## src/core/usdp_pkg.sv

```systemverilog
// constants shared by the shadow data port and its fifo
package usdp_pkg;
   // register map, byte addresses on the apb
   localparam logic [31:0] ALIAS_BASE  = 32'h5000_1130;
   localparam logic [31:0] ALIAS_14    = 32'h5000_1168;
   localparam int          ALIAS_COUNT = 16;
   localparam logic [31:0] ALIAS_SPAN  = 32'h0000_0040;
   localparam logic [31:0] CTRL_ADDR   = 32'h5000_1190;
   localparam logic [31:0] STATUS_ADDR = 32'h5000_1194;

   // widths and depths
   localparam int DATA_W     = 8;
   localparam int FIFO_DEPTH = 16;

   // control register fields
   localparam int CTRL_FIFO_EN = 0;
   localparam int CTRL_IR_MODE = 1;

   // status register fields
   localparam int STAT_RX_READY  = 0;
   localparam int STAT_OVERRUN   = 1;
   localparam int STAT_RX_FULL   = 2;
   localparam int STAT_TX_EMPTY  = 5;
   localparam int STAT_TX_FULL   = 6;

   // reset values
   localparam logic [31:0] DATA_RESET = 32'h0000_0000;
   localparam logic        CTRL_FIFO_EN_RESET = 1'b0;
   localparam logic        CTRL_IR_MODE_RESET = 1'b0;
endpackage

```

## src/core/usdp_fifo.sv

```systemverilog
// small synchronous fifo with a registered head word
`timescale 1ns/1ps
module usdp_fifo #(
   parameter int WIDTH = 8,
   parameter int DEPTH = 16
) (
   input  wire logic             clk,
   input  wire logic             rst,
   input  wire logic             flush,
   input  wire logic             inValid,
   input  wire logic [WIDTH-1:0] inData,
   output logic                  inReady,
   output logic                  outValid,
   output logic      [WIDTH-1:0] outData,
   input  wire logic             outReady
);
   localparam int AW = $clog2(DEPTH);
   localparam logic [AW:0] FULL_COUNT = (AW+1)'(DEPTH);

   logic [WIDTH-1:0] mem [DEPTH];
   logic [AW-1:0]    wrPtr;
   logic [AW-1:0]    rdPtr;
   logic [AW-1:0]    rdNext;
   logic [AW:0]      count;
   logic             push;
   logic             pop;

   assign inReady  = (count != FULL_COUNT);
   assign outValid = (count != '0);
   assign push     = inValid & inReady;
   assign pop      = outValid & outReady;
   assign rdNext   = AW'(rdPtr + 1'b1);

   always_ff @(posedge clk) begin
      if (push) begin
         mem[wrPtr] <= inData;
      end
   end

   always_ff @(posedge clk or posedge rst) begin
      if (rst) begin
         wrPtr <= '0;
         rdPtr <= '0;
         count <= '0;
      end else if (flush) begin
         wrPtr <= '0;
         rdPtr <= '0;
         count <= '0;
      end else begin
         if (push) begin
            wrPtr <= AW'(wrPtr + 1'b1);
         end
         if (pop) begin
            rdPtr <= rdNext;
         end
         if (push && !pop) begin
            count <= (AW+1)'(count + 1'b1);
         end else if (pop && !push) begin
            count <= (AW+1)'(count - 1'b1);
         end
      end
   end

   // head kept in a register so readers never see the array directly
   always_ff @(posedge clk or posedge rst) begin
      if (rst) begin
         outData <= '0;
      end else if (flush) begin
         outData <= '0;
      end else if (push && (count == '0 || (pop && count == 1))) begin
         outData <= inData;
      end else if (pop && count > 1) begin
         outData <= mem[rdNext];
      end
   end
endmodule

```

## src/core/usdp_shadow_port.sv

```systemverilog
// shadow receive/transmit data port of the uart on an apb slave
//
// Operation
// - sixteen word aliases share one data path
// - no fifo: read returns latest received byte; either mode: input chosen by ir mode
// - no fifo: new byte overwrites, flags overrun
// - fifo mode: read returns head, pops it
// - full receive fifo drops byte, flags overrun
// - write sends byte to serial or infrared
// - no fifo: one write clears holding empty
// - no fifo: later writes replace held byte
// - fifo mode holds sixteen bytes plus one in the output stage before full
// - write to full transmit fifo is dropped
//
// The APB slave port is this design's own decision.
`timescale 1ns/1ps
module usdp_shadow_port (
   input  wire logic        clk,
   input  wire logic        rst,
   // apb slave
   input  wire logic        psel,
   input  wire logic        penable,
   input  wire logic        pwrite,
   input  wire logic [31:0] paddr,
   input  wire logic [31:0] pwdata,
   output logic      [31:0] prdata,
   output logic             pready,
   output logic             pslverr,
   // receive characters from the serial and infrared deserialisers
   input  wire logic        rxSerialValid,
   input  wire logic [7:0]  rxSerialData,
   input  wire logic        rxIrValid,
   input  wire logic [7:0]  rxIrData,
   // character handed to the transmit shifter
   output logic             txCharValid,
   output logic      [7:0]  txCharData,
   input  wire logic        txCharReady,
   // mode and status towards the rest of the uart
   output logic             irMode,
   output logic             fifoEnable,
   output logic             rxDataReady,
   output logic             txHoldingEmpty,
   output logic             overrunError
);
   localparam int DW = usdp_pkg::DATA_W;

   // bus decode
   logic [31:0]   aliasOffset;
   logic          isAlias;
   logic          isCtrl;
   logic          isStatus;
   logic          access;
   logic          dataRead;
   logic          dataWrite;
   logic          ctrlWrite;
   logic          statusRead;

   // receive path
   logic          rxValid;
   logic [DW-1:0] rxData;
   logic [DW-1:0] rxHold;
   logic          rxHoldFull;
   logic          rxFifoInReady;
   logic          rxFifoOutValid;
   logic [DW-1:0] rxFifoOutData;
   logic          rxFifoPop;
   logic          overrunEvent;
   logic          rxReadyNow;
   logic [DW-1:0] rxHeadNow;
   logic          rxFifoPush;

   // transmit path
   logic [DW-1:0] txHold;
   logic          txHoldFull;
   logic          txFifoInReady;
   logic          txFifoOutValid;
   logic [DW-1:0] txFifoOutData;
   logic          txFifoPop;
   logic          txOutFree;
   logic          txEmptyNow;
   logic          txFifoPush;
   logic          txLoadFifo;
   logic          txLoadHold;

   logic          flushFifos;
   logic [31:0]   next_prdata;
   logic          next_pslverr;
   logic [31:0]   dataWord;
   logic [31:0]   ctrlWord;
   logic [31:0]   statusWord;

   // one aligned word per alias, all sixteen land on the same data path
   assign aliasOffset = paddr - usdp_pkg::ALIAS_BASE;
   assign isAlias     = (aliasOffset < usdp_pkg::ALIAS_SPAN)
                        && (paddr[1:0] == 2'b00);
   assign isCtrl      = (paddr == usdp_pkg::CTRL_ADDR);
   assign isStatus    = (paddr == usdp_pkg::STATUS_ADDR);

   // side effects fire once, in the cycle before pready rises
   assign access      = psel & penable & ~pready;
   assign dataRead    = access & ~pwrite & isAlias;
   assign dataWrite   = access &  pwrite & isAlias;
   assign ctrlWrite   = access &  pwrite & isCtrl;
   assign statusRead  = access & ~pwrite & isStatus;

   // receiver selected by the infrared mode bit
   assign rxValid = irMode ? rxIrValid : rxSerialValid;
   assign rxData  = irMode ? rxIrData  : rxSerialData;

   assign rxFifoPop  = dataRead & fifoEnable;
   assign rxReadyNow = fifoEnable ? rxFifoOutValid : rxHoldFull;
   assign rxHeadNow  = fifoEnable ? rxFifoOutData  : rxHold;

   // a read in the same cycle frees the holding slot, so no overrun then
   assign overrunEvent = rxValid &
      (fifoEnable ? ~rxFifoInReady
                  : (rxHoldFull & ~dataRead));

   assign txOutFree  = ~txCharValid | txCharReady;
   assign txFifoPop  = fifoEnable & txOutFree;
   assign txEmptyNow = fifoEnable ? ~txFifoOutValid : ~txHoldFull;
   assign txLoadFifo = fifoEnable & txFifoOutValid;
   assign txLoadHold = ~fifoEnable & txHoldFull & ~flushFifos;

   // only the active mode feeds a fifo
   assign rxFifoPush = rxValid & fifoEnable;
   assign txFifoPush = dataWrite & fifoEnable;

   usdp_fifo #(
      .WIDTH (DW),
      .DEPTH (usdp_pkg::FIFO_DEPTH)
   ) rxFifo (
      .clk      (clk),
      .rst      (rst),
      .flush    (flushFifos),
      .inValid  (rxFifoPush),
      .inData   (rxData),
      .inReady  (rxFifoInReady),
      .outValid (rxFifoOutValid),
      .outData  (rxFifoOutData),
      .outReady (rxFifoPop)
   );

   // a full fifo refuses the push, so extra writes vanish
   usdp_fifo #(
      .WIDTH (DW),
      .DEPTH (usdp_pkg::FIFO_DEPTH)
   ) txFifo (
      .clk      (clk),
      .rst      (rst),
      .flush    (flushFifos),
      .inValid  (txFifoPush),
      .inData   (pwdata[DW-1:0]),
      .inReady  (txFifoInReady),
      .outValid (txFifoOutValid),
      .outData  (txFifoOutData),
      .outReady (txFifoPop)
   );

   // read words per register, upper bits of the data word always zero
   always_comb begin
      dataWord         = usdp_pkg::DATA_RESET;
      dataWord[DW-1:0] = rxHeadNow;
   end

   always_comb begin
      ctrlWord                         = usdp_pkg::DATA_RESET;
      ctrlWord[usdp_pkg::CTRL_FIFO_EN] = fifoEnable;
      ctrlWord[usdp_pkg::CTRL_IR_MODE] = irMode;
   end

   always_comb begin
      statusWord                          = usdp_pkg::DATA_RESET;
      statusWord[usdp_pkg::STAT_RX_READY] = rxReadyNow;
      statusWord[usdp_pkg::STAT_OVERRUN]  = overrunError;
      statusWord[usdp_pkg::STAT_RX_FULL]  = ~rxFifoInReady;
      statusWord[usdp_pkg::STAT_TX_EMPTY] = txEmptyNow;
      statusWord[usdp_pkg::STAT_TX_FULL]  = ~txFifoInReady;
   end

   // writes answer zero; an unmapped address answers with an error only
   always_comb begin
      next_prdata  = usdp_pkg::DATA_RESET;
      next_pslverr = 1'b0;
      if (!(isAlias || isCtrl || isStatus)) begin
         next_pslverr = 1'b1;
      end else if (!pwrite) begin
         if (isAlias) begin
            next_prdata = dataWord;
         end else if (isCtrl) begin
            next_prdata = ctrlWord;
         end else begin
            next_prdata = statusWord;
         end
      end
   end

   // one wait state on every transfer
   always_ff @(posedge clk or posedge rst) begin
      if (rst) begin
         pready  <= 1'b0;
         pslverr <= 1'b0;
      end else if (access) begin
         pready  <= 1'b1;
         pslverr <= next_pslverr;
      end else begin
         pready  <= 1'b0;
         pslverr <= 1'b0;
      end
   end

   // read data stands only in the answer cycle
   always_ff @(posedge clk or posedge rst) begin
      if (rst) begin
         prdata <= usdp_pkg::DATA_RESET;
      end else if (access) begin
         prdata <= next_prdata;
      end else begin
         prdata <= usdp_pkg::DATA_RESET;
      end
   end

   // control register
   always_ff @(posedge clk or posedge rst) begin
      if (rst) begin
         fifoEnable <= usdp_pkg::CTRL_FIFO_EN_RESET;
         irMode     <= usdp_pkg::CTRL_IR_MODE_RESET;
      end else if (ctrlWrite) begin
         fifoEnable <= pwdata[usdp_pkg::CTRL_FIFO_EN];
         irMode     <= pwdata[usdp_pkg::CTRL_IR_MODE];
      end
   end

   // a change of fifo mode empties both fifos and both holding slots
   always_ff @(posedge clk or posedge rst) begin
      if (rst) begin
         flushFifos <= 1'b0;
      end else begin
         flushFifos <= ctrlWrite
                       && (pwdata[usdp_pkg::CTRL_FIFO_EN] != fifoEnable);
      end
   end

   // receive holding byte for fifo-less mode, overwritten by each arrival
   always_ff @(posedge clk or posedge rst) begin
      if (rst) begin
         rxHold <= '0;
      end else if (!flushFifos && !fifoEnable && rxValid) begin
         rxHold <= rxData;
      end
   end

   // receive holding flag; a new byte wins over a read in the same cycle
   always_ff @(posedge clk or posedge rst) begin
      if (rst) begin
         rxHoldFull <= 1'b0;
      end else if (flushFifos) begin
         rxHoldFull <= 1'b0;
      end else if (!fifoEnable) begin
         if (rxValid) begin
            rxHoldFull <= 1'b1;
         end else if (dataRead) begin
            rxHoldFull <= 1'b0;
         end
      end
   end

   // sticky overrun, cleared by reading status; a new event wins
   always_ff @(posedge clk or posedge rst) begin
      if (rst) begin
         overrunError <= 1'b0;
      end else if (overrunEvent) begin
         overrunError <= 1'b1;
      end else if (statusRead) begin
         overrunError <= 1'b0;
      end
   end

   // transmit holding byte; an unsent byte is simply replaced
   always_ff @(posedge clk or posedge rst) begin
      if (rst) begin
         txHold <= '0;
      end else if (!flushFifos && !fifoEnable && dataWrite) begin
         txHold <= pwdata[DW-1:0];
      end
   end

   // transmit holding flag for fifo-less mode
   always_ff @(posedge clk or posedge rst) begin
      if (rst) begin
         txHoldFull <= 1'b0;
      end else if (flushFifos) begin
         txHoldFull <= 1'b0;
      end else if (!fifoEnable) begin
         if (dataWrite) begin
            txHoldFull <= 1'b1;
         end else if (txOutFree) begin
            txHoldFull <= 1'b0;
         end
      end
   end

   // output stage valid, held while the shifter stalls
   always_ff @(posedge clk or posedge rst) begin
      if (rst) begin
         txCharValid <= 1'b0;
      end else if (txOutFree) begin
         txCharValid <= txLoadFifo | txLoadHold;
      end
   end

   // output stage byte, loaded only when a new byte is taken
   always_ff @(posedge clk or posedge rst) begin
      if (rst) begin
         txCharData <= '0;
      end else if (txOutFree && txLoadFifo) begin
         txCharData <= txFifoOutData;
      end else if (txOutFree && txLoadHold) begin
         txCharData <= txHold;
      end
   end

   // receive status to the line status logic, one cycle behind
   always_ff @(posedge clk or posedge rst) begin
      if (rst) begin
         rxDataReady <= 1'b0;
      end else begin
         rxDataReady <= rxReadyNow;
      end
   end

   // transmit status resets to empty so software may write at once
   always_ff @(posedge clk or posedge rst) begin
      if (rst) begin
         txHoldingEmpty <= 1'b1;
      end else begin
         txHoldingEmpty <= txEmptyNow;
      end
   end
endmodule

```

## config.mk

```make
export PLATFORM = sky130hd
export DESIGN_NAME = usdp_shadow_port
export DESIGN_NICKNAME = d
export VERILOG_FILES = /design/src/core/usdp_pkg.sv /design/src/core/usdp_fifo.sv /design/src/core/usdp_shadow_port.sv
export SDC_FILE = /design/constraint.sdc
export NUM_CORES = 1
export LEC_CHECK = 0
export BUFFER_PORTS_ARGS = -buffer_cell sky130_fd_sc_hd__buf_2
export CORE_MARGIN = 5
export CORE_UTILIZATION = 49
export CTS_CLUSTER_SIZE = 30
export DETAILED_ROUTE_END_ITERATION = 8
export PLACE_DENSITY = 0.73
export SYNTH_ARGS = -nofsm -noshare
export SYNTH_HDL_FRONTEND = slang
export SYNTH_SLANG_ARGS = --single-unit
```

## constraint.sdc

```tcl
create_clock -name clk -period 5.15 [get_ports clk]
set_input_delay 0.515 -clock clk [delete_from_list [all_inputs] [get_ports clk]]
set_output_delay 0.515 -clock clk [all_outputs]
set_load 0.05 [all_outputs]
```

==> summary.md <==
| Metric | Value |
|---|---|
| Synth Area in Adders | `1.40%` |
| Ys async rst share | `24.9%` |
| Port Buffers | `87` |
| Final Slew Violations | `0` |
| Starting Density | `about half` |
| First-pass GRT wire length | `49.9 mm` |
| Fillcell total | `roughly 2300` |
| Worst path max stage delay | `0.86 ns` |
| Mapped Cells | `between 900 and 1000` |
| Crit start category | `primary input` |
| Die footprint | `34200 sq um` |
| Worst hold path type | `in2async` |
| Synth-to-Final Area Change | `12.9%` |
| Worst endpoint required time | `roughly 5.3 ns` |
| CP max FO | `9` |
| Die Y | `185 um` |
| Max-cap violations | `0` |
| Num rows | `between 60 and 70` |
| Crit Path Class | `in2reg` |
| Share of cells above drive strength 1 | `26.6%` |
| Cell Area, Synth | `15000 sq um` |
| Initial antenna violation count | `0` |
| H-Tree Depth | `2` |
| Kind of cell adding the most delay to the critical path | `simple AND/OR/NAND/NOR gates` |
| Top cells by area, synth | `edfxtp_1, dfrtp_1, mux4_2` |
| Clock Latency Late Sink | `0.51 ns` |
| Post-CTS setup buffer count | `0` |
| Cell breakdown of the critical path | `buf_2, or3_4, or4_4, o31ai_1, nand2_2, or4b_2, nor3b_1, and2_1` |
| Synth Area in Simple Gates | `8.15%` |
| Hpwl dp | `21.1 mm` |
| Antenna-violating nets left | `0` |
| CTS Hold Buffers Added | `0` |
| Setup slack at placement | `about 1.1 ns` |
| Final Util | `55.7%` |
| Area after DPL | `15800 sq um` |
| Reg clk slew, reported paths | `about 0.07 ns` |
| Cell area after layout | `16900 sq um` |
| Num CTS Buffers | `34` |
| Post-synth EDFFs | `256` |
| Synth Area in XOR/XNOR | `1.32%` |
| Core area | `just over 30000 sq um` |
| Register area | `9820 sq um` |
| Distinct cells, synth | `63` |
| GRT Util Overall | `18.9%` |
| Post-synthesis mux area share | `15.9%` |
| Post-Syn Area per Cell | `around 16 sq um` |
| Slowest cell on crit path | `or4b_2` |
| Share of the synthesized area in the top cell type | `between 50% and 60%` |
| Setup TNS | `0 ns` |
| WP data arrival | `between 3 and 4 ns` |
| Final hold vios | `0` |
| Final setup viols | `0` |
| Tot Pwr | `7.96 mW` |
| Num ports | `136` |
| Wirelength per Cell | `21.9 um` |
| DRC | `0` |
| RSZ-0062 raised after global routing | `false` |
| Least-Margin Pin Slew | `around 0.9 ns` |
| Leakage | `6.03 nW` |
| Synth warn | `0` |
| Final net count | `1147` |
| Clk sinks | `341` |
| Critical path endpoint category | `flip-flop` |
| Synth Area in Compound Gates | `4.64%` |
| Power Density | `470 nW/um^2` |
| Final wirelength | `32.1 mm` |
| Hold WS | `0.0673 ns` |
| Initial DRC count | `725` |
| DR vias | `8549` |
| Placed insts | `1403` |
| Chip Width | `roughly 180 um` |
| Area occupied by multi-input gates | `4810 sq um` |
| Register area share after synthesis | `65.4%` |
| GP Congestion | `between 0.8 and 0.9` |
| Yosys reg bits | `341` |
| Synth Flop Type | `edfxtp_1` |
| Slew headroom | `38.9%` |
| Worst Setup Slack, final | `1.50 ns` |
| Main combinational cell family by area after synthesis | `multiplexers` |
| Drt first pass iters | `5` |
| Antenna cell count | `0` |
| Most common cell in the netlist | `edfxtp_1` |
| Cts repair resizes | `0` |
| Cell taking the most area after synthesis | `edfxtp_1` |
| Via density | `5.84` |
| Crit share post-route | `a little over two thirds` |
| Post-synth top cells | `edfxtp_1, dfrtp_1, mux4_2` |
| Largest net degree at the start of global routing | `approximately 50` |
| Clock root buffer master | `clkbuf_16` |
| CP Buf/Inv Count | `1` |
| Worst vdd ir | `296 uV` |
| Deepest clock path buffer count | `3` |
| Non-Filler Instances | `1464` |
| Clk_skew | `0.0134 ns` |
| Vias in the first global route | `8420` |
| GRT overflow | `0` |
| Status | `finished, final reports clean` |
| CTS tree | `built` |
| Fmax | `around 0.27 GHz` |
| Min Tclk post-route | `3.65 ns` |
layout by cell type, fill, tap and decap left out, types with 6 or more instances in the layout:
| cell | netlist | routed |
|---|---|---|
| edfxtp_1 | 256 | 256 |
| buf_2 | 6 | 87 |
| dfrtp_1 | 84 | 82 |
| mux4_2 | 80 | 80 |
| nor2_1 | 43 | 43 |
| nand2_1 | 40 | 40 |
| clkbuf_16 | 0 | 35 |
| a21oi_1 | 34 | 34 |
| inv_1 | 33 | 32 |
| nand3_1 | 30 | 30 |
| and2_1 | 29 | 29 |
| mux2i_1 | 28 | 28 |
| mux2_2 | 27 | 27 |
| o21ai_0 | 26 | 26 |
| conb_1 | 1 | 24 |
| buf_4 | 24 | 18 |
| ha_1 | 16 | 16 |
| nor3_1 | 13 | 13 |
| a211oi_1 | 13 | 13 |
| nor2b_1 | 11 | 11 |
| xor2_1 | 10 | 10 |
| xnor2_1 | 10 | 10 |
| o211ai_1 | 9 | 9 |
| o221ai_1 | 9 | 9 |
| nor4_1 | 9 | 8 |
| clkinv_2 | 0 | 7 |
| or3_1 | 6 | 6 |
| nand4_1 | 6 | 6 |
| clkinv_1 | 0 | 6 |
flip-flops by register name, summed over array words and instances, names as in the netlist, 4 cells and up:
| signal | flops |
|---|---|
| prdata | 8 |
| rxFifo.mem | 128 |
| rxFifo.outData | 8 |
| rxFifo.count | 5 |
| txFifo.count | 5 |
| rxFifo.wrPtr | 4 |
| txCharData | 8 |
| txHold | 8 |
| txFifo.mem | 128 |
| txFifo.wrPtr | 4 |
| txFifo.rdPtr | 4 |
| txFifo.outData | 8 |
| rxFifo.rdPtr | 4 |
| rxHold | 8 |
cells by family (layout without fill, tap and decap cells):
logic type,Yosys count,count (layout)
flops,341,341
simple gates,222,222
mux,135,135
compound gates,109,109
buf+inv,100,199
xor+xnor,21,21
fa+ha+maj,17,17
other cells,1,24
worst reg2reg max path, cell delays in order, from the launching register on:
cell and delay, ns:
dfrtp_1 0.44, inv_1 0.07, ha_1 0.26, nand3_1 0.17, nand4b_1 0.12, nor2_1 0.26
or4b_2 0.77, nor3b_1 0.45, and2_1 0.47
layout make-up:
type / instances / share of cell area, %
Clock buffer: 40 / 5.34
Clock inverter: 21 / 1.23
Inverter: 33 / 0.739
Multi-Input combinational cell: 528 / 28.4
Sequential cell: 341 / 58.0
Tap cell: 396 / 2.93
Timing Repair Buffer: 105 / 3.37
power breakdown:
part | leakage, nW | internal (mW) | switching [mW] | total, mW
clock network | 0.542 | 1.46 | 1.00 | 2.46
registers | 3.38 | 3.25 | 0.180 | 3.43
logic | 2.11 | 0.925 | 1.14 | 2.06
total | 6.03 | 5.63 | 2.32 | 7.96
path summary, 6_finish.rpt:
path                                              from  depth (start not counted)                     endpoint  slack, ns
max                                          paddr[17]                          8   txFifo.mem[5][1]$_DFFE_PP_       1.50
min                                                rst                          2    txCharData[4]$_DFFE_PP0P_       0.07
max reg2reg                txFifo.count[0]$_DFFE_PP0P_                          8   txFifo.mem[5][1]$_DFFE_PP_       1.79
min reg2reg                     txHoldFull$_DFFE_PP0P_                          1     txHoldingEmpty$_DFF_PP1_       0.46
max in group asynchronous                          rst                          3  rxFifo.rdPtr[0]$_DFFE_PP0P_       3.99
min in group clk                                pwrite                          3     overrunError$_DFFE_PP0P_       0.39
routing by layer:
layer  track usage [%]  routed length [um]  vias up
li1                  -                   -     3811
met1              27.4               13400     4334
met2              30.3               15600      353
met3              3.32                2410       51
met4              4.61                 651        0
met5                 0                   0        -
(Power assumes the default switching activity.)
